File: src/hw/cas_defs.vh
// Constants for the arithmetic/shift decode and execute core.
// Assumes inclusion by bare name from every design file that needs them.
`ifndef CAS_DEFS_VH
`define CAS_DEFS_VH

// ----------------------------------------
// Reset values
// ----------------------------------------
`define CAS_RESET_PC 16'h0100
`define CAS_RESET_ACC 8'h00
`define CAS_RESET_IDX 8'h00
`define CAS_RESET_MASK 1'b1

// ----------------------------------------
// Timing: oscillator clocks per CPU cycle
// ----------------------------------------
`define CAS_OSC_PER_CYC 2

// ----------------------------------------
// Flag positions in the flag_register port
// ----------------------------------------
`define CAS_FLAG_H 4
`define CAS_FLAG_I 3
`define CAS_FLAG_N 2
`define CAS_FLAG_Z 1
`define CAS_FLAG_C 0

// ----------------------------------------
// Addressing modes
// ----------------------------------------
`define CAS_MODE_LIT 4'h0
`define CAS_MODE_DIR 4'h1
`define CAS_MODE_FULL 4'h2
`define CAS_MODE_WOFS 4'h3
`define CAS_MODE_BOFS 4'h4
`define CAS_MODE_PLAIN 4'h5
`define CAS_MODE_IMPL 4'h6
`define CAS_MODE_REL 4'h7
`define CAS_MODE_BTB 4'h8

// ----------------------------------------
// Operations
// ----------------------------------------
`define CAS_OP_ADC 3'h0
`define CAS_OP_ADD 3'h1
`define CAS_OP_AND 3'h2
`define CAS_OP_SHL 3'h3
`define CAS_OP_BR 3'h4
`define CAS_OP_BTB 3'h5
`define CAS_OP_NONE 3'h7

// ----------------------------------------
// Opcode nibbles
// ----------------------------------------
`define CAS_LO_ADC 4'h9
`define CAS_LO_ADD 4'hB
`define CAS_LO_AND 4'h4
`define CAS_LO_SHL 4'h8
`define CAS_HI_LIT 4'hA
`define CAS_HI_DIR 4'hB
`define CAS_HI_FULL 4'hC
`define CAS_HI_WOFS 4'hD
`define CAS_HI_BOFS 4'hE
`define CAS_HI_PLAIN 4'hF
`define CAS_HI_SH_DIR 4'h3
`define CAS_HI_SH_A 4'h4
`define CAS_HI_SH_X 4'h5
`define CAS_HI_SH_BOFS 4'h6
`define CAS_HI_SH_PLAIN 4'h7
`define CAS_HI_REL 4'h2
`define CAS_HI_BTB 4'h0

// ----------------------------------------
// Cycle counts per instruction
// ----------------------------------------
`define CAS_CYC_LIT 3'd2
`define CAS_CYC_DIR 3'd3
`define CAS_CYC_FULL 3'd4
`define CAS_CYC_WOFS 3'd5
`define CAS_CYC_BOFS 3'd4
`define CAS_CYC_PLAIN 3'd3
`define CAS_CYC_SH_DIR 3'd5
`define CAS_CYC_SH_IMPL 3'd3
`define CAS_CYC_SH_BOFS 3'd6
`define CAS_CYC_SH_PLAIN 3'd5
`define CAS_CYC_REL 3'd3
`define CAS_CYC_BTB 3'd5
`define CAS_CYC_BAD 3'd1

`endif

File: src/hw/cas_decode.v
// Opcode decoder: addressing mode, operation and cycle count.
// Assumes a plain combinational use; the caller muxes the opcode source.
`timescale 1ns/1ps
`include "cas_defs.vh"

module cas_decode (
	input wire [7:0] opc, // Opcode byte
	output reg [3:0] mode, // Addressing mode
	output reg [2:0] op, // Operation
	output reg [2:0] total, // CPU cycles incl. opcode fetch
	output reg legal // Opcode is handled here
);

wire [3:0] hi = opc[7:4];
wire [3:0] lo = opc[3:0];

always @* begin
	mode = `CAS_MODE_IMPL;
	op = `CAS_OP_NONE;
	total = `CAS_CYC_BAD;
	legal = 1'b0;
	if (hi >= `CAS_HI_LIT && (lo == `CAS_LO_ADC || lo == `CAS_LO_ADD || lo == `CAS_LO_AND)) begin
		legal = 1'b1;
		if (lo == `CAS_LO_ADC)
			op = `CAS_OP_ADC;
		else if (lo == `CAS_LO_ADD)
			op = `CAS_OP_ADD;
		else
			op = `CAS_OP_AND;
		case (hi)
			`CAS_HI_LIT: begin
				mode = `CAS_MODE_LIT;
				total = `CAS_CYC_LIT;
			end
			`CAS_HI_DIR: begin
				mode = `CAS_MODE_DIR;
				total = `CAS_CYC_DIR;
			end
			`CAS_HI_FULL: begin
				mode = `CAS_MODE_FULL;
				total = `CAS_CYC_FULL;
			end
			`CAS_HI_WOFS: begin
				mode = `CAS_MODE_WOFS;
				total = `CAS_CYC_WOFS;
			end
			`CAS_HI_BOFS: begin
				mode = `CAS_MODE_BOFS;
				total = `CAS_CYC_BOFS;
			end
			default: begin
				mode = `CAS_MODE_PLAIN;
				total = `CAS_CYC_PLAIN;
			end
		endcase
	end else if (lo == `CAS_LO_SHL && hi >= `CAS_HI_SH_DIR && hi <= `CAS_HI_SH_PLAIN) begin
		legal = 1'b1;
		op = `CAS_OP_SHL;
		case (hi)
			`CAS_HI_SH_DIR: begin
				mode = `CAS_MODE_DIR;
				total = `CAS_CYC_SH_DIR;
			end
			`CAS_HI_SH_A, `CAS_HI_SH_X: begin
				mode = `CAS_MODE_IMPL;
				total = `CAS_CYC_SH_IMPL;
			end
			`CAS_HI_SH_BOFS: begin
				mode = `CAS_MODE_BOFS;
				total = `CAS_CYC_SH_BOFS;
			end
			default: begin
				mode = `CAS_MODE_PLAIN;
				total = `CAS_CYC_SH_PLAIN;
			end
		endcase
	end else if (hi == `CAS_HI_REL) begin
		legal = 1'b1;
		mode = `CAS_MODE_REL;
		op = `CAS_OP_BR;
		total = `CAS_CYC_REL;
	end else if (hi == `CAS_HI_BTB) begin
		legal = 1'b1;
		mode = `CAS_MODE_BTB;
		op = `CAS_OP_BTB;
		total = `CAS_CYC_BTB;
	end
end

endmodule // cas_decode

File: src/hw/cas_alu.v
// Arithmetic unit: add with and without carry, conjunction, shift left.
// Assumes the caller chooses which flags to keep for each operation.
`timescale 1ns/1ps
`include "cas_defs.vh"

module cas_alu (
	input wire [2:0] op, // Operation
	input wire [7:0] a, // Register operand
	input wire [7:0] m, // Memory operand
	input wire cin, // Carry in
	output reg [7:0] res, // Result
	output reg h, // Half carry
	output reg n, // Negative
	output reg z, // Zero
	output reg c // Carry out
);

reg [8:0] sum;
reg [4:0] low;
reg cadd;

always @* begin
	cadd = (op == `CAS_OP_ADC) ? cin : 1'b0;
	sum = {1'b0, a} + {1'b0, m} + {8'h00, cadd};
	low = {1'b0, a[3:0]} + {1'b0, m[3:0]} + {4'h0, cadd};
	res = sum[7:0];
	h = low[4];
	c = sum[8];
	if (op == `CAS_OP_AND) begin
		res = a & m;
		h = 1'b0;
		c = 1'b0;
	end else if (op == `CAS_OP_SHL) begin
		// Same datapath serves the logical shift left form
		res = {a[6:0], 1'b0};
		h = 1'b0;
		c = a[7];
	end
	n = res[7];
	z = (res == 8'h00);
end

endmodule // cas_alu

File: src/hw/cas_core.v
// Execute core for add, add-with-carry, conjunction, shift left and branches.
// Assumes a same-clock memory whose MEM_RDATA follows MEM_ADDR within one CPU cycle (two CLKs).
`timescale 1ns/1ps
`include "cas_defs.vh"

// Function
// - CPU cycle lasts two oscillator clocks
// - Memory ops: 2,3,4,5,4,3 cycles by mode
// - High nibble mode, low nibble operation
// - Add and add-with-carry set H,N,Z,C
// - Conjunction updates only N and Z
// - Shift left opcodes, cycles, N Z C
// - Full address: high byte then low
// - Word offset high first, plus index
// - Byte offset added unsigned to index
// - Direct byte addresses first 256 locations
// - Bit branch: address byte then offset
// - Relative branch carries one offset byte
// - Target is next address plus offset
module cas_core (
	input wire CLK, // 25 MHz oscillator clock
	input wire RESETN, // Async reset, active low
	output reg [15:0] MEM_ADDR, // Memory address
	input wire [7:0] MEM_RDATA, // Memory read data
	output reg [7:0] MEM_WDATA, // Memory write data
	output reg MEM_WE, // Write enable, whole CPU cycle
	output reg MEM_RE, // Read request, whole CPU cycle
	output reg MEM_PHASE, // Second half of CPU cycle
	input wire IRQN_PIN, // Interrupt pin level, async
	input wire REG_LOAD, // Preload registers, restart fetch
	input wire [7:0] LOAD_ACC, // Accumulator preload
	input wire [7:0] LOAD_IDX, // Index preload
	input wire [15:0] LOAD_PC, // Program counter preload
	input wire [4:0] LOAD_FLAGS, // Flag preload
	output reg [7:0] ACC, // Accumulator
	output reg [7:0] IDX, // Index register
	output reg [15:0] PC, // Program counter
	output reg [4:0] FLAGS, // flag_register H I N Z C
	output reg INSTR_DONE, // Instruction retired pulse
	output reg BAD_OPCODE // Unhandled opcode pulse
);

// ----------------------------------------
// States
// ----------------------------------------
localparam S_OP = 3'd0;
localparam S_B1 = 3'd1;
localparam S_B2 = 3'd2;
localparam S_RD = 3'd3;
localparam S_WR = 3'd4;
localparam S_PAD = 3'd5;

reg [2:0] state_r, state_nxt;
reg phase_r;
reg [7:0] opcode_r, opcode_nxt;
reg [7:0] b1_r, b1_nxt;
reg [7:0] b2_r, b2_nxt;
reg [15:0] ea_r, ea_nxt;
reg [2:0] cyc_r, cyc_nxt;
reg [15:0] pc_nxt, addr_nxt;
reg [7:0] acc_nxt, idx_nxt, wdata_nxt;
reg [4:0] flags_nxt;
reg we_nxt, re_nxt, done_nxt, bad_nxt, fin;
reg irq_s1_r, irq_s2_r;

// ----------------------------------------
// Decode and arithmetic
// ----------------------------------------
wire [7:0] dec_in = (state_r == S_OP) ? MEM_RDATA : opcode_r;
wire [3:0] dmode;
wire [2:0] dop;
wire [2:0] dtotal;
wire dlegal;

cas_decode u_dec (
	.opc(dec_in),
	.mode(dmode),
	.op(dop),
	.total(dtotal),
	.legal(dlegal)
);

wire sh_idx = (dmode == `CAS_MODE_IMPL) && (dec_in[7:4] == `CAS_HI_SH_X);
wire [7:0] alu_a = (state_r == S_RD && dop == `CAS_OP_SHL) ? MEM_RDATA : (sh_idx ? IDX : ACC);
wire [7:0] alu_res;
wire alu_h, alu_n, alu_z, alu_c;

cas_alu u_alu (
	.op(dop),
	.a(alu_a),
	.m(MEM_RDATA),
	.cin(FLAGS[`CAS_FLAG_C]),
	.res(alu_res),
	.h(alu_h),
	.n(alu_n),
	.z(alu_z),
	.c(alu_c)
);

// ----------------------------------------
// Branch conditions
// ----------------------------------------
reg cond;
always @* begin
	case (opcode_r[3:1])
		3'd0: cond = 1'b0;
		3'd1: cond = FLAGS[`CAS_FLAG_C] | FLAGS[`CAS_FLAG_Z];
		3'd2: cond = FLAGS[`CAS_FLAG_C];
		3'd3: cond = FLAGS[`CAS_FLAG_Z];
		3'd4: cond = FLAGS[`CAS_FLAG_H];
		3'd5: cond = FLAGS[`CAS_FLAG_N];
		3'd6: cond = FLAGS[`CAS_FLAG_I];
		default: cond = irq_s2_r;
	endcase
end

// Even opcode tests the condition false, odd inverts
wire rel_taken = ~cond ^ opcode_r[0];
wire btb_bit = MEM_RDATA[opcode_r[3:1]];
wire btb_taken = btb_bit ^ opcode_r[0];
wire [15:0] pc_inc = PC + 16'h0001;
wire [15:0] rel_tgt = pc_inc + {{8{MEM_RDATA[7]}}, MEM_RDATA};
wire [15:0] btb_tgt = PC + {{8{b2_r[7]}}, b2_r};
wire [2:0] cyc_done = cyc_r + 3'd1;

// ----------------------------------------
// Per CPU cycle step
// ----------------------------------------
always @* begin
	state_nxt = state_r;
	opcode_nxt = opcode_r;
	b1_nxt = b1_r;
	b2_nxt = b2_r;
	ea_nxt = ea_r;
	pc_nxt = PC;
	acc_nxt = ACC;
	idx_nxt = IDX;
	flags_nxt = FLAGS;
	cyc_nxt = cyc_done;
	wdata_nxt = MEM_WDATA;
	we_nxt = 1'b0;
	done_nxt = 1'b0;
	bad_nxt = 1'b0;
	fin = 1'b0;
	case (state_r)
		S_OP: begin
			opcode_nxt = MEM_RDATA;
			pc_nxt = pc_inc;
			if (!dlegal) begin
				bad_nxt = 1'b1;
				fin = 1'b1;
			end else if (dmode == `CAS_MODE_PLAIN) begin
				ea_nxt = {8'h00, IDX};
				state_nxt = S_RD;
			end else if (dmode == `CAS_MODE_IMPL) begin
				if (sh_idx)
					idx_nxt = alu_res;
				else
					acc_nxt = alu_res;
				flags_nxt[`CAS_FLAG_N] = alu_n;
				flags_nxt[`CAS_FLAG_Z] = alu_z;
				flags_nxt[`CAS_FLAG_C] = alu_c;
				fin = 1'b1;
			end else begin
				state_nxt = S_B1;
			end
		end
		S_B1: begin
			b1_nxt = MEM_RDATA;
			pc_nxt = pc_inc;
			case (dmode)
				`CAS_MODE_LIT: begin
					acc_nxt = alu_res;
					flags_nxt[`CAS_FLAG_N] = alu_n;
					flags_nxt[`CAS_FLAG_Z] = alu_z;
					if (dop != `CAS_OP_AND) begin
						flags_nxt[`CAS_FLAG_H] = alu_h;
						flags_nxt[`CAS_FLAG_C] = alu_c;
					end
					fin = 1'b1;
				end
				`CAS_MODE_DIR: begin
					ea_nxt = {8'h00, MEM_RDATA};
					state_nxt = S_RD;
				end
				`CAS_MODE_BOFS: begin
					ea_nxt = {8'h00, IDX} + {8'h00, MEM_RDATA};
					state_nxt = S_RD;
				end
				`CAS_MODE_REL: begin
					if (rel_taken)
						pc_nxt = rel_tgt;
					fin = 1'b1;
				end
				default: state_nxt = S_B2;
			endcase
		end
		S_B2: begin
			pc_nxt = pc_inc;
			state_nxt = S_RD;
			if (dmode == `CAS_MODE_FULL)
				ea_nxt = {b1_r, MEM_RDATA};
			else if (dmode == `CAS_MODE_WOFS)
				ea_nxt = {b1_r, MEM_RDATA} + {8'h00, IDX};
			else begin
				b2_nxt = MEM_RDATA;
				ea_nxt = {8'h00, b1_r};
			end
		end
		S_RD: begin
			if (dop == `CAS_OP_SHL) begin
				wdata_nxt = alu_res;
				we_nxt = 1'b1;
				flags_nxt[`CAS_FLAG_N] = alu_n;
				flags_nxt[`CAS_FLAG_Z] = alu_z;
				flags_nxt[`CAS_FLAG_C] = alu_c;
				state_nxt = S_WR;
			end else if (dop == `CAS_OP_BTB) begin
				flags_nxt[`CAS_FLAG_C] = btb_bit;
				if (btb_taken)
					pc_nxt = btb_tgt;
				fin = 1'b1;
			end else begin
				acc_nxt = alu_res;
				flags_nxt[`CAS_FLAG_N] = alu_n;
				flags_nxt[`CAS_FLAG_Z] = alu_z;
				if (dop != `CAS_OP_AND) begin
					flags_nxt[`CAS_FLAG_H] = alu_h;
					flags_nxt[`CAS_FLAG_C] = alu_c;
				end
				fin = 1'b1;
			end
		end
		default: fin = 1'b1;
	endcase
	// Pad out to the documented count; work finishes early in most modes
	if (fin) begin
		if (cyc_done >= dtotal) begin
			state_nxt = S_OP;
			cyc_nxt = 3'd0;
			done_nxt = 1'b1;
		end else begin
			state_nxt = S_PAD;
		end
	end
	addr_nxt = MEM_ADDR;
	re_nxt = 1'b0;
	if (state_nxt == S_OP || state_nxt == S_B1 || state_nxt == S_B2) begin
		addr_nxt = pc_nxt;
		re_nxt = 1'b1;
	end else if (state_nxt == S_RD) begin
		addr_nxt = ea_nxt;
		re_nxt = 1'b1;
	end else if (state_nxt == S_WR) begin
		addr_nxt = ea_nxt;
	end
end

// ----------------------------------------
// Registers
// ----------------------------------------
always @(posedge CLK or negedge RESETN) begin
	if (!RESETN) begin
		irq_s1_r <= 1'b1;
		irq_s2_r <= 1'b1;
	end else begin
		irq_s1_r <= IRQN_PIN;
		irq_s2_r <= irq_s1_r;
	end
end

always @(posedge CLK or negedge RESETN) begin
	if (!RESETN) begin
		phase_r <= 1'b0;
		state_r <= S_OP;
		opcode_r <= 8'h00;
		b1_r <= 8'h00;
		b2_r <= 8'h00;
		ea_r <= 16'h0000;
		cyc_r <= 3'd0;
		PC <= `CAS_RESET_PC;
		ACC <= `CAS_RESET_ACC;
		IDX <= `CAS_RESET_IDX;
		FLAGS <= {1'b0, `CAS_RESET_MASK, 3'b000};
		MEM_ADDR <= `CAS_RESET_PC;
		MEM_WDATA <= 8'h00;
		MEM_WE <= 1'b0;
		MEM_RE <= 1'b1;
		MEM_PHASE <= 1'b0;
		INSTR_DONE <= 1'b0;
		BAD_OPCODE <= 1'b0;
	end else if (REG_LOAD) begin
		phase_r <= 1'b0;
		state_r <= S_OP;
		cyc_r <= 3'd0;
		PC <= LOAD_PC;
		ACC <= LOAD_ACC;
		IDX <= LOAD_IDX;
		FLAGS <= LOAD_FLAGS;
		MEM_ADDR <= LOAD_PC;
		MEM_WE <= 1'b0;
		MEM_RE <= 1'b1;
		MEM_PHASE <= 1'b0;
		INSTR_DONE <= 1'b0;
		BAD_OPCODE <= 1'b0;
	end else begin
		phase_r <= ~phase_r;
		MEM_PHASE <= ~phase_r;
		INSTR_DONE <= 1'b0;
		BAD_OPCODE <= 1'b0;
		// One step per two oscillator clocks
		if (phase_r) begin
			state_r <= state_nxt;
			opcode_r <= opcode_nxt;
			b1_r <= b1_nxt;
			b2_r <= b2_nxt;
			ea_r <= ea_nxt;
			cyc_r <= cyc_nxt;
			PC <= pc_nxt;
			ACC <= acc_nxt;
			IDX <= idx_nxt;
			FLAGS <= flags_nxt;
			MEM_ADDR <= addr_nxt;
			MEM_WDATA <= wdata_nxt;
			MEM_WE <= we_nxt;
			MEM_RE <= re_nxt;
			INSTR_DONE <= done_nxt;
			BAD_OPCODE <= bad_nxt;
		end
	end
end

endmodule // cas_core

File: config.mk
export PLATFORM = sky130hd
export DESIGN_NAME = cas_core
export DESIGN_NICKNAME = d
export VERILOG_FILES = /design/src/hw/cas_decode.v /design/src/hw/cas_alu.v /design/src/hw/cas_core.v
export VERILOG_INCLUDE_DIRS = /design/src /design/src/hw
export SDC_FILE = /design/constraint.sdc
export NUM_CORES = 1
export LEC_CHECK = 0
export BUFFER_PORTS_ARGS = -buffer_cell sky130_fd_sc_hd__buf_2
export CAP_MARGIN = 0
export CORE_MARGIN = 10
export CORE_UTILIZATION = 40
export DETAILED_ROUTE_END_ITERATION = 8
export SLEW_MARGIN = 25
export SYNTH_ARGS = -nofsm -noshare
export SYNTH_HDL_FRONTEND = slang
export SYNTH_SLANG_ARGS = --single-unit
export TNS_END_PERCENT = 100
File: constraint.sdc
create_clock -name CLK -period 6.6 [get_ports CLK]
set_clock_uncertainty 0.15 [all_clocks]
set_input_delay 0.66 -clock CLK [delete_from_list [all_inputs] [get_ports CLK]]
set_output_delay 0.66 -clock CLK [all_outputs]
set_load 0.05 [all_outputs]
Word level (Yosys, flattened, before mapping):

Index checks and enable logic that the tools add are counted.

* register bits: 114
* output and inout port bits: 66

* mux-type cells: 124
* bitwise logic cells: 9
* order comparisons: 5
* add/sub/neg operators: 10
* eq/ne operators: 47
* reductions and logical operators: 39

Operator list (count)
* $mux W16: 16
* $mux W8: 21
* $pmux W16 S3: 2
* $mux W3: 25
* $mux W1: 38
* $add A16 B16 Y16: 2
* $eq A4 B3 Y1 const B: 8
* $eq A4 B4 Y1 const B: 8
* $pmux W16 S2: 1
* $pmux W3 S3: 3
* $eq A3 B2 Y1 const B: 8
* $pmux W8 S3: 1
* $add A8 B8 Y9: 2
* $add A16 B1 Y16 const B: 1
* $add A16 B8 Y16: 1
* $eq A4 B2 Y1 const B: 4
* $mux W4: 4
* $eq A3 B3 Y1 const B: 5
* $ne A3 B3 Y1 const B: 5
* $pmux W3 S5: 1
* $logic_not A3 Y1: 4
* $pmux W3 S2: 2
* $pmux W3 S4: 1
* $reduce_and A6 Y1: 2
* 38 further kinds: 69

Depth between registers and ports, before layout:

Gate-level depths: netlist of run 1.

* depth in word-level cells: 22
* gate-level depth with buffers: 22

Hierarchy:

From an unflattened synthesis of run 1, not the netlist that was laid out.

* cells, all modules: 1190
* area total of the unflattened synthesis: 10007.1 um^2

Modules (own cells, without submodules)
* cas_core: area each 9083.7 um^2, cells each 1061, times used 1
* cas_alu: area each 608.1 um^2, cells each 80, times used 1
* cas_decode: area each 315.3 um^2, cells each 49, times used 1

Worst setup path after synthesis of run 1:

Ideal clock, no wire load.

* path type: in2reg
* from: input port MEM_RDATA[1]
* to: register FLAGS[1]
* arrival: 5.048 ns
* cell stages on the path: 17
* slack: 1.335 ns
* path buffers: 3
* cell sequence: clkbuf_1 or4b_1 or4_1 buf_2 a21o_4 clkbuf_1 a31oi_1 ha_1 nor2b_1 o21a_1 o21a_1 o21a_1 or3_1 a311o_1 or4_1 o41ai_1 mux2_1

* word-level cells in the longest chain between the ends: 21

Ends and longest elaborated chain
* start: declaration: RTL line cas_core.v:24 `input wire [7:0] MEM_RDATA,`
* $mux W8
* $eq A4 B4 Y1 (no source line)
* $logic_and A1 B1 Y1 (no source line) or $logic_or A1 B1 Y1 (tied branches) (2 in series)
* $mux W4 or $logic_and A1 B1 Y1 (tied branches): RTL line cas_decode.v:56, cas_decode.v:22
* $mux W4: RTL line cas_decode.v:22 `` if (hi >= `CAS_HI_LIT && (lo == `CAS_LO_ADC || lo == `CAS_LO_ADD || lo == `CAS_LO_AND)) begin ``
* $eq A4 B3 Y1 (no source line)
* $logic_and A1 B1 Y1: RTL line cas_core.v:83 `` wire sh_idx = (dmode == `CAS_MODE_IMPL) && (dec_in[7:4] == `CAS_HI_SH_X); ``
* $mux W8 (2 in series): RTL line cas_core.v:84 `` wire [7:0] alu_a = (state_r == S_RD && dop == `CAS_OP_SHL) ? MEM_RDATA : (sh_idx ? IDX : ACC); ``
* [3 not listed]
* $mux W8: RTL line cas_alu.v:29 `` if (op == `CAS_OP_AND) begin ``
* $logic_not A8 Y1: RTL line cas_alu.v:40 `z = (res == 8'h00);`
* $mux W3: RTL line cas_core.v:155 `` end else if (dmode == `CAS_MODE_IMPL) begin ``
* $mux W3: RTL line cas_core.v:152 `` end else if (dmode == `CAS_MODE_PLAIN) begin ``
* $mux W3: RTL line cas_core.v:149 `if (!dlegal) begin`
* $pmux W3 S3: RTL line cas_core.v:145 `case (state_r)`
* $mux W5: RTL line cas_core.v:312 `if (phase_r) begin`
* $mux W5: RTL line cas_core.v:292 `end else if (REG_LOAD) begin`
* end signal: assignment: RTL line cas_core.v:284 `` FLAGS <= {1'b0, `CAS_RESET_MASK, 3'b000}; ``
* end signal: assignment: RTL line cas_core.v:322 `FLAGS <= flags_nxt;`
* end: declaration: RTL line cas_core.v:38 `output reg [4:0] FLAGS,`

Parallel ways exist; a longest one is shown, timed or not. The select of a mux whose other input is x is not followed.
A chain may end at the register's enable or synchronous reset.

Worst setup path after layout of run 1:

* from: register state_r[2]
* to: register FLAGS[1]

* word-level cells in the longest chain between the ends: 22

Ends and longest elaborated chain
* start: declaration: RTL line cas_core.v:53 `reg [2:0] state_r, state_nxt;`
* start signal: assignment: RTL line cas_core.v:313 `state_r <= state_nxt;`
* $logic_not A3 Y1: RTL line cas_core.v:69, cas_core.v:145
* $mux W8
* $eq A4 B3 Y1 (tied with other cells): RTL line cas_decode.v:59 `case (hi)`
* $reduce_or A2 Y1 (tied with other cells): RTL line cas_decode.v:59
* $pmux W3 S3 (tied with other cells): RTL line cas_decode.v:59
* $mux W4 or $logic_and A1 B1 Y1 (tied branches): RTL line cas_decode.v:56, cas_decode.v:22
* $mux W4: RTL line cas_decode.v:22
* $eq A4 B3 Y1 (no source line)
* [6 not listed]
* $mux W8: RTL line cas_alu.v:29
* $logic_not A8 Y1: RTL line cas_alu.v:40
* $mux W3: RTL line cas_core.v:155
* $mux W3: RTL line cas_core.v:152
* $mux W3: RTL line cas_core.v:149
* $pmux W3 S3: RTL line cas_core.v:145
* $mux W5: RTL line cas_core.v:312
* $mux W5: RTL line cas_core.v:292

Parallel ways exist; a longest one is shown, timed or not. The select of a mux whose other input is x is not followed.

==> results of run 1 <==
## metal layers
metal	vias to the layer above	track usage	wire length [µm]
li1	4722	-	-
met1	4911	0.3074	16060
met2	423	0.3675	16950
met3	55	0.04739	2765
met4	0	0.06773	850
met5	-	0	0
## placed cells by master, fill, tap and decap left out, drive strengths merged, types with 10 or more instances in the layout
cell,n
nand2,144
buf,138
dfrtp,108
o21ai,99
nor2,98
a21oi,76
ha,51
xnor2,33
inv,33
mux2,32
nand3,29
a211oi,29
a21o,28
nor3,28
mux2i,27
a31oi,19
clkbuf,18
xor2,16
o21a,16
a22oi,15
nor4,12
o211ai,12
o31ai,12
a221o,12
o22ai,12
a221oi,12
and2,11
and3,11
nor4b,10
## power by group through the flow
stage          clock network [mW]  logic, mW  registers [mW]
3_3_place_gp                    0       2.55            1.16
5_1_grt                      1.05       2.85            1.19
4_1_cts                      1.03       2.60            1.15
6_report                     1.01       2.62            1.16
2_1_floorplan                   0       1.65            1.35
3_5_place_dp                    0       2.58            1.16
## stage by stage
step / utilization / power (mW)
floorplan: - / 3.006
global placement: 0.4418 / 3.708
detailed placement: 0.4424 / 3.740
CTS: 0.4683 / 4.772
global route: 0.4683 / 5.094
finish: 0.4683 / 4.793
## kinds of logic (layout without fill, tap and decap cells)
group,count (synthesis),after routing
compound gates,423,423
xor+xnor,49,49
fa+ha+maj,56,56
buf+inv,113,201
flops,114,114
mux,62,62
simple gates,395,395
## final timing paths
| kind | from | to |
|---|---|---|
| hold reg to reg | irq_s1_r | irq_s2_r |
| max in group asynchronous | RESETN | b1_r[6] |
| hold / removal | RESETN | MEM_WDATA[0] |
| min in group CLK | IRQN_PIN | irq_s1_r |
| setup reg to reg | state_r[2] | FLAGS[1] |
| setup / recovery | state_r[2] | FLAGS[1] |
## flip-flops by register name (all words and copies together), names as in the netlist
| register | flops |
|---|---|
| IDX | 8 |
| b2_r | 8 |
| MEM_WDATA | 8 |
| ea_r | 16 |
| MEM_ADDR | 16 |
| irq_s1_r | 1 |
| INSTR_DONE | 1 |
| irq_s2_r | 1 |
| BAD_OPCODE | 1 |
| PC | 16 |
| cyc_r | 3 |
| opcode_r | 8 |
| FLAGS | 5 |
| ACC | 8 |
| b1_r | 8 |
| MEM_WE | 1 |
| state_r | 3 |
| MEM_RE | 1 |
| phase_r | 1 |
## layout make-up
cell class,count,area (µm²),area share
Multi-Input combinational cell,985,6688,0.5838
Sequential cell,114,2860,0.2497
Timing Repair Buffer,138,753.2,0.06576
Clock buffer,18,429.2,0.03747
Tap cell,324,405.4,0.03539
Clock inverter,14,202.7,0.01770
Inverter,31,116.4,0.01016
==> metrics.md, run 1 <==
| Metric | Value |
|---|---|
| Mapped Cells | 1212 |
| Fin. Hold Viols | 0 |
| MaxCap Viol Count | 0 |
| CP cell instances | nor3_2 -> buf_4 -> mux2i_1 -> o21ai_0 -> a31oi_1 -> inv_1 -> fa_1 -> inv_1 -> fa_1 -> a21o_1 -> a21oi_1 -> nor2_1 -> o31a_1 -> a21oi_1 -> a221o_1 -> or4_1 -> o41ai_1 -> mux2_1 |
| Initial antenna violation count | 0 |
| Sw Ratio | 0.4923 |
| P_sw | 2.359 mW |
| WP data arrival | around 5.6 ns |
| F_max | approximately 180 MHz |
| Final nets | approximately 1400 |
| Gr usage total | 0.2305 |
| Die Y | about 180 µm |
| Root Buffer | clkbuf_16 |
| Worst-Margin Slew | a little over 0.9 ns |
| Placement Cell Area | approximately 11000 µm² |
| Crit path kind | register to register |
| Layout area overhead | 14.85% |
| Dpl hpwl | 27370 µm |
| Synth top cells by count | nand2_1 (144), dfrtp_1 (108), nor2_1 (97) |
| Reg2Reg Depth | 18 |
| DIE WIDTH | approximately 180 µm |
| Warnings from Yosys | 0 |
| Compound-cell area share of the yosys netlist | 0.2908 |
| First-pass GRT wire length | between 50000 and 60000 µm |
| Worst path slowest cell | nor3_2 |
| Yosys top cell by area | dfrtp_1 |
| Clk slew on worst S/H paths | roughly 0.060 ns |
| Unrepaired setup endpoints after global routing | no |
| FFs w/ async S/R, synth | 1.000 |
| Top cell type's share of synthesized area | 0.2710 |
| Number of routed nets with antenna violations | 0 |
| Max Buffers Root-to-Sink | 2 |
| Non-filler instance count after layout | 1624 |
| Final Critical Period | 5.428 ns |
| DRC | 0 |
| Critical path depth | 18 |
| Synth unique cells | 84 |
| Worst path max stage delay | a little under 0.6 ns |
| Post-CTS Setup Inserts | 0 |
| Final Cycle Share | 0.8224 |
| FP Rows | 57 |
| Worst path bufs/invs | 3 |
| Via count | 10110 |
| Largest family of logic cells by synthesized area | compound AO/OA/AOI/OAI gates |
| HP Class | input pin to async pin |
| CP delay by family, top | compound AO/OA/AOI/OAI gates |
| Max-slew headroom | 0.3755 |
| Filler instances | between 2000 and 2500 |
| Internal | 2.434 mW |
| Mapped Avg Cell Area | 8.229 µm² |
| H-tree depth | 4 |
| Status | completed |
| Critical path startpoint category | register |
| Top post-synthesis cells by area | dfrtp_1 (27%), ha_1 (6.4%), nand2_1 (5.4%) |
| Count leader, synth | nand2_1 |
| Final worst setup slack | around 1.2 ns |
| Count of final max-slew check failures | 0 |
| Reg2Reg Setup Slack | approximately 1.2 ns |
| Critical Path RT | just under 7 ns |
| Sequential element share of the synthesized area | 0.2868 |
| Leak | around 5.0 nW |
| Comb pwr share | 0.547 |
| Simple-Gate Fraction of Synth Area | 0.1898 |
| Initial Util | 0.4077 |
| Clock sinks | between 100 and 150 |
| Ports | roughly 120 |
| Placed cells | ~1600 |
| Post-synthesis mux area share | 0.07000 |
| Number of diodes | 0 |
| Number of global-route vias before repair | about 10000 |
| Gr ovfl total | 0 |
| Finished layout cell area | around 11000 µm² |
| Core area | 24460 µm² |
| Cts bufs inserted | 17 |
| # hold bufs at CTS | 0 |
| Ys flop type | dfrtp_1 |
| DP Worst Slack | around 0.97 ns |
| Seq pwr share | 0.242 |
| Clock Power Share | 0.211 |
| Setup TNS | 0 ns |
| DR iter-0 viols | 937 |
| CTS tree | done |
| Die area | approximately 32000 µm² |
| DRT Pass-1 Iters | 6 |
| Maximum VDD drop | around 270 µV |
| Synth Area in XOR/XNOR | 0.04303 |
| Largest net degree at the start of global routing | between 70 and 80 |
| Synth Net Count | between 1000 and 1500 |
| Post-CTS Resized | 0 |
| Share of layout cells above drive strength 1 | 0.1792 |
| # setup viols final | 0 |
| Total Routed Length | roughly 37000 µm |
| P per Cell Area | 418.4 nW/µm² |
| Worst-Skew Late Latency | approximately 0.42 ns |
| FF+latch count, synth | ~110 |
| Crit-path max FO | 11 |
| Element type at the critical path end | register |
| Netlist Area Pre-Place | ~10000 µm² |
| WL/cell | around 23 µm |
| EDFF count, synth | 0 |
| Via/cell ratio | between 6 and 7 |
| RD Place Congestion | between 0.9 and 1 |
| Final hold slack | about 0.11 ns |
| Adder-cell share of the synthesized area | 0.07402 |
| IO buf count | between 100 and 150 |
Power figures use the tool's default switching activity.
==> inputs of run 2 (changes only) <==
==> constraint.sdc (replaced) <==
create_clock -name CLK -period 5 [get_ports CLK]
set_clock_uncertainty 0.15 [all_clocks]
set_input_delay 0.5 -clock CLK [delete_from_list [all_inputs] [get_ports CLK]]
set_output_delay 0.5 -clock CLK [all_outputs]
set_load 0.05 [all_outputs]
==> metrics.md, run 2 (synthesis results as in run 1) <==
| Metric | Value |
|---|---|
| WL/cell | approximately 22 µm |
| Filler instances | 2372 |
| P per Cell Area | approximately 560 nW/µm² |
| Comb pwr share | 0.571 |
| Seq pwr share | 0.220 |
| DRC | 0 |
| Gr usage total | 0.2321 |
| Crit path to | FLAGS[1] |
| Worst-Skew Late Latency | between 0.4 and 0.5 ns |
| Max Buffers Root-to-Sink | 2 |
| FP Rows | 57 |
| Unrepaired setup endpoints after global routing | no |
| Final hold slack | -0.01088 ns |
| DP Worst Slack | -0.09059 ns |
| Reg2Reg Depth | 17 |
| Maximum VDD drop | around 330 µV |
| Worst R2R Start | opcode_r[2] |
| Final Critical Period | about 4.7 ns |
| Reg2reg end | FLAGS[1] |
| Number of global-route vias before repair | about 10000 |
| Leading cell type in the layout, fill and taps excluded | nand2_1 |
| Cts bufs inserted | 17 |
| Crit path from | opcode_r[2] |
| Crit path kind | register to register |
| WP data arrival | approximately 5 ns |
| Share of layout cells above drive strength 1 | 0.2077 |
| Reg2Reg Setup Slack | between 0.2 and 0.3 ns |
| Die area | about 32000 µm² |
| IO buf count | 114 |
| Status | complete, but fails checks |
| Via/cell ratio | about 6.2 |
| Initial antenna violation count | 0 |
| First-pass GRT wire length | roughly 58000 µm |
| HP Class | input pin to async pin |
| Ports | between 100 and 150 |
| Largest regs | MEM_ADDR (16), PC (16), ea_r (16) |
| Initial Util | 0.4077 |
| Via count | around 10000 |
| Layout area overhead | 18.52% |
| Final core utilization | 0.4832 |
| # setup viols final | 0 |
| Clk slew on worst S/H paths | approximately 0.06 ns |
| Total Routed Length | about 37000 µm |
| DIE WIDTH | ~180 µm |
| Max-slew headroom | 0.2665 |
| RD Place Congestion | 0.9581 |
| H-tree depth | 4 |
| Violated checks | negative hold slack |
| Critical Path RT | 5.22 ns |
| Number of diodes | 0 |
| Final Cycle Share | 0.9441 |
| F_max | 211.9 MHz |
| Placement Cell Area | around 11000 µm² |
| DRT Pass-1 Iters | 6 |
| Critical path startpoint category | register |
| Multi-input gate area | about 6700 µm² |
| Core area | 24460 µm² |
| CTS tree | done |
| Finished layout cell area | 11820 µm² |
| Dpl hpwl | about 28000 µm |
| Largest net degree at the start of global routing | 73 |
| Worst-Margin Slew | roughly 1.1 ns |
| Count of final max-slew check failures | 0 |
| Final nets | roughly 1400 |
| Root Buffer | clkbuf_16 |
| Clock Power Share | 0.210 |
| Crit-path max FO | 5 |
| Commonest non-fill, non-tap cells in the layout | nand2_1 (144), buf_2 (113), dfrtp_1 (108) |
| Number of routed nets with antenna violations | 0 |
| Clock sinks | ~110 |
| Gr ovfl total | 0 |
| Die Y | about 180 µm |
| Post-CTS Setup Inserts | 0 |
| Sw Ratio | 0.4771 |
| DR iter-0 viols | slightly above 1000 |
| Final worst setup slack | roughly 0.28 ns |
| P_sw | approximately 3.1 mW |
| MaxCap Viol Count | 0 |
| Fin. Hold Viols | 9 |
| Internal | roughly 3.4 mW |
| Storage cell area | 2860 µm² |
| Leak | roughly 5.2 nW |
| Element type at the critical path end | register |
[run 2: how the worst min path moves through the flow]
stage,from,end,slack (ns)
floorplan,RESETN,ACC[0],0.05
global placement,irq_s1_r,irq_s2_r,0.20
detailed placement,irq_s1_r,irq_s2_r,0.20
CTS,RESETN,MEM_WDATA[0],0.008
global route,IRQN_PIN,irq_s1_r,0.01
finish,RESETN,MEM_WDATA[0],-0.01
[run 2: final cells by class]
cell class              count  share of cell area
multi-input cells         985              0.5672
flip-flops and latches    114              0.2420
repair buffers            181             0.09209
clock buffers              22             0.03927
well taps                 324             0.03430
clock inverters            10             0.01535
inverters                  31            0.009844
[run 2: repair_timing]
| action | 4_1_cts | 5_1_grt |
|---|---|---|
| endpoints found under the setup margin | 0 | 1 |
| gates resized for setup | 0 | 6 |
| hold buffers | 0 | 0 |
[run 2: worst max-delay path: stages, from the launching register on]
cell and delay [ns]:
dfrtp_1 0.38, or4b_4 0.56, or4_4 0.55, a21o_4 0.24, a31oi_2 0.15, inv_1 0.08
fa_1 0.42, inv_1 0.10, fa_2 0.21, a21o_1 0.12, a21oi_1 0.08, nor2_1 0.17
o31a_1 0.16, a21oi_1 0.05, a221o_1 0.35, or4_1 0.53, o41ai_2 0.21, mux2_1 0.16
[run 2: through the flow]
stage,std cells,setup TNS (ns),total power [mW]
4_1_cts,1667,0,6.522
5_1_grt,1667,0,6.947
3_5_place_dp,1635,-0.09059,5.125
6_report,1667,0,6.563
3_3_place_gp,1635,0,5.107
2_1_floorplan,1212,0,3.971
[run 2: power groups by stage]
stage          logic, mW  registers, mW  clock network [mW]
4_1_cts             3.70           1.43                1.39
3_3_place_gp        3.66           1.45                   0
3_5_place_dp        3.68           1.45                   0
5_1_grt             4.05           1.47                1.43
6_report            3.74           1.44                1.38
2_1_floorplan       2.18           1.79                   0
[run 2: layer usage]
metal  wire length (µm)  track usage  vias up
li1                   -            -     4821
met1              16580       0.3142     4919
met2              16650       0.3620      468
met3               3042      0.04930       73
met4                912      0.07086        0
met5                  0            0        -
==> inputs of run 3 (changes only) <==
--- a/config.mk
+++ b/config.mk
@@ -11,6 +11,7 @@
 export CORE_MARGIN = 10
 export CORE_UTILIZATION = 40
 export DETAILED_ROUTE_END_ITERATION = 8
+export MAX_ROUTING_LAYER = met4
 export SLEW_MARGIN = 25
 export SYNTH_ARGS = -nofsm -noshare
 export SYNTH_HDL_FRONTEND = slang
==> metrics.md, run 3 (synthesis results as in run 1) <==
| Metric | Value |
|---|---|
| FP Rows | 57 |
| Most used cell, CP | o21a_1 |
| Critical path startpoint category | register |
| Clk slew on worst S/H paths | around 0.070 ns |
| Internal | roughly 3.3 mW |
| Status | completed |
| Initial antenna violation count | 0 |
| Comb pwr share | 0.582 |
| Final Critical Period | ~4.7 ns |
| Number of routed nets with antenna violations | 0 |
| Die Y | approximately 180 µm |
| Via count | between 10000 and 15000 |
| # setup viols final | 0 |
| Fin. Hold Viols | 0 |
| P_sw | 3.173 mW |
| Count of final max-slew check failures | 0 |
| Leak | ~5.2 nW |
| Final worst setup slack | approximately 0.27 ns |
| Filler instances | 2393 |
| Critical Path RT | ~5.2 ns |
| CTS tree | done |
| Share of layout cells above drive strength 1 | 0.2081 |
| P per Cell Area | ~550 nW/µm² |
| Largest net degree at the start of global routing | 73 |
| MaxCap Viol Count | 0 |
| Number of diodes | 0 |
| Gr ovfl total | 0 |
| Worst-Skew Late Latency | between 0.4 and 0.5 ns |
| Largest regs | MEM_ADDR (16), PC (16), ea_r (16) |
| Final nets | between 1000 and 1500 |
| Worst path slowest cell | or4b_4 |
| Root Buffer | clkbuf_16 |
| DRC | 0 |
| Reg2Reg Setup Slack | roughly 0.27 ns |
| Clock sinks | 114 |
| Max Buffers Root-to-Sink | 2 |
| Gr usage total | 0.2414 |
| Number of global-route vias before repair | approximately 10000 |
| F_max | 211.2 MHz |
| Maximum VDD drop | 295.3 µV |
| Die area | between 30000 and 40000 µm² |
| Core area | roughly 24000 µm² |
| Total Routed Length | 37130 µm |
| Leading cell type in the layout, fill and taps excluded | nand2_1 |
| Worst path max stage delay | roughly 0.56 ns |
| Ports | roughly 120 |
| DR iter-0 viols | 988 |
| H-tree depth | 4 |
| WP data arrival | between 4 and 5 ns |
| DP Worst Slack | -0.08294 ns |
| Non-filler instance count after layout | around 1700 |
| Worst-Margin Slew | ~1 ns |
| IO buf count | roughly 110 |
| Seq pwr share | 0.225 |
| DRT Pass-1 Iters | 7 |
| Via/cell ratio | 6.172 |
| Unrepaired setup endpoints after global routing | no |
| Layout area overhead | 17.71% |
| HP Class | input pin to register |
| Crit path kind | register to register |
| Element type at the critical path end | register |
| Sw Ratio | 0.4936 |
| WL/cell | around 22 µm |
| Commonest non-fill, non-tap cells in the layout | nand2_1 (144), buf_2 (113), dfrtp_1 (108) |
| Post-CTS Setup Inserts | 0 |
| Initial Util | 0.4077 |
| Crit-path max FO | 5 |
| Clock Power Share | 0.193 |
| Placed cells | between 1500 and 2000 |
| Final Cycle Share | 0.9469 |
| Max-slew headroom | 0.3257 |
| Cts bufs inserted | 17 |
| CP cell instances | or4b_4 -> or4_4 -> a21o_4 -> nor2_1 -> a31oi_2 -> ha_1 -> nor2b_1 -> o21a_1 -> o21a_1 -> o21a_1 -> or3_1 -> a311o_1 -> or4_1 -> o41ai_2 -> mux2_1 |
| Dpl hpwl | 28040 µm |
| First-pass GRT wire length | about 58000 µm |
| RD Place Congestion | about 0.95 |
| DIE WIDTH | about 180 µm |
-- run 3: changes by cell type in the layout (fill, tap and decap cells not counted), moves of 3 or more --
cell,previous run,this run
bufinv_16,5,2
clkinv_2,3,0
clkinv_4,1,6
clkinvlp_4,1,5
-- run 3: metal layers --
layer	vias to the layer above	track usage	wire length (µm)
met1	4942	0.3196	16850
li1	4802	-	-
met2	458	0.3587	16400
met4	0	0.08684	1016
met5	-	-	0
met3	74	0.04739	2861
-- run 3: path summary, 6_finish.rpt --
path	cells after the start	startpoint	end
max	15	opcode_r[2]	FLAGS[1]
min	1	IRQN_PIN	irq_s1_r
max reg2reg	15	opcode_r[2]	FLAGS[1]
min reg2reg	0	irq_s1_r	irq_s2_r
max in group asynchronous	3	RESETN	MEM_ADDR[8]
min in group asynchronous	2	RESETN	ACC[3]
-- run 3: timing repair --
action                                 4_1_cts  5_1_grt
gates resized for setup                      0        6
endpoints found under the hold margin        7        0
setup endpoints to repair                    0        1
hold buffers                                 1        0
-- run 3: layout make-up --
cell class,count,area [µm²],area share
multi-input cells,985,6706,0.5712
flip-flops and latches,114,2860,0.2436
repair buffers,179,1064,0.09059
clock buffers,18,429.2,0.03656
well taps,324,405.4,0.03453
clock inverters,14,158.9,0.01354
inverters,31,116.4,0.009912
-- run 3: critical path: cells and delay by family (launching register included) --
family / cells / cell delay (ns)
adders and majority gates: 1 / 0.30
AOI/OAI and AO/OA: 7 / 1.49
and+or+nand+nor: 6 / 2.21
DFF: 1 / 0.38
muxes: 1 / 0.17
-- run 3: per-stage QoR --
stage | power (mW) | hold WS (ns) | area [µm²] | util | setup TNS [ns]
2_1_floorplan | 3.971 | 0.05441 | 9985 | - | 0
3_3_place_gp | 5.094 | 0.1967 | 11110 | 0.4543 | 0
3_5_place_dp | 5.114 | 0.1999 | 11110 | 0.4543 | -0.08294
4_1_cts | 6.381 | 0.0001579 | 11710 | 0.4787 | 0
5_1_grt | 6.828 | 0.008216 | 11740 | 0.4799 | 0
6_report | 6.428 | 0.01727 | 11740 | 0.4799 | 0
-- run 3: power groups by stage --
stage	clock (mW)	combinational [mW]	sequential (mW)
floorplan	0	2.18	1.79
global placement	0	3.65	1.45
detailed placement	0	3.66	1.45
CTS	1.26	3.68	1.44
global route	1.30	4.06	1.47
finish	1.24	3.74	1.45
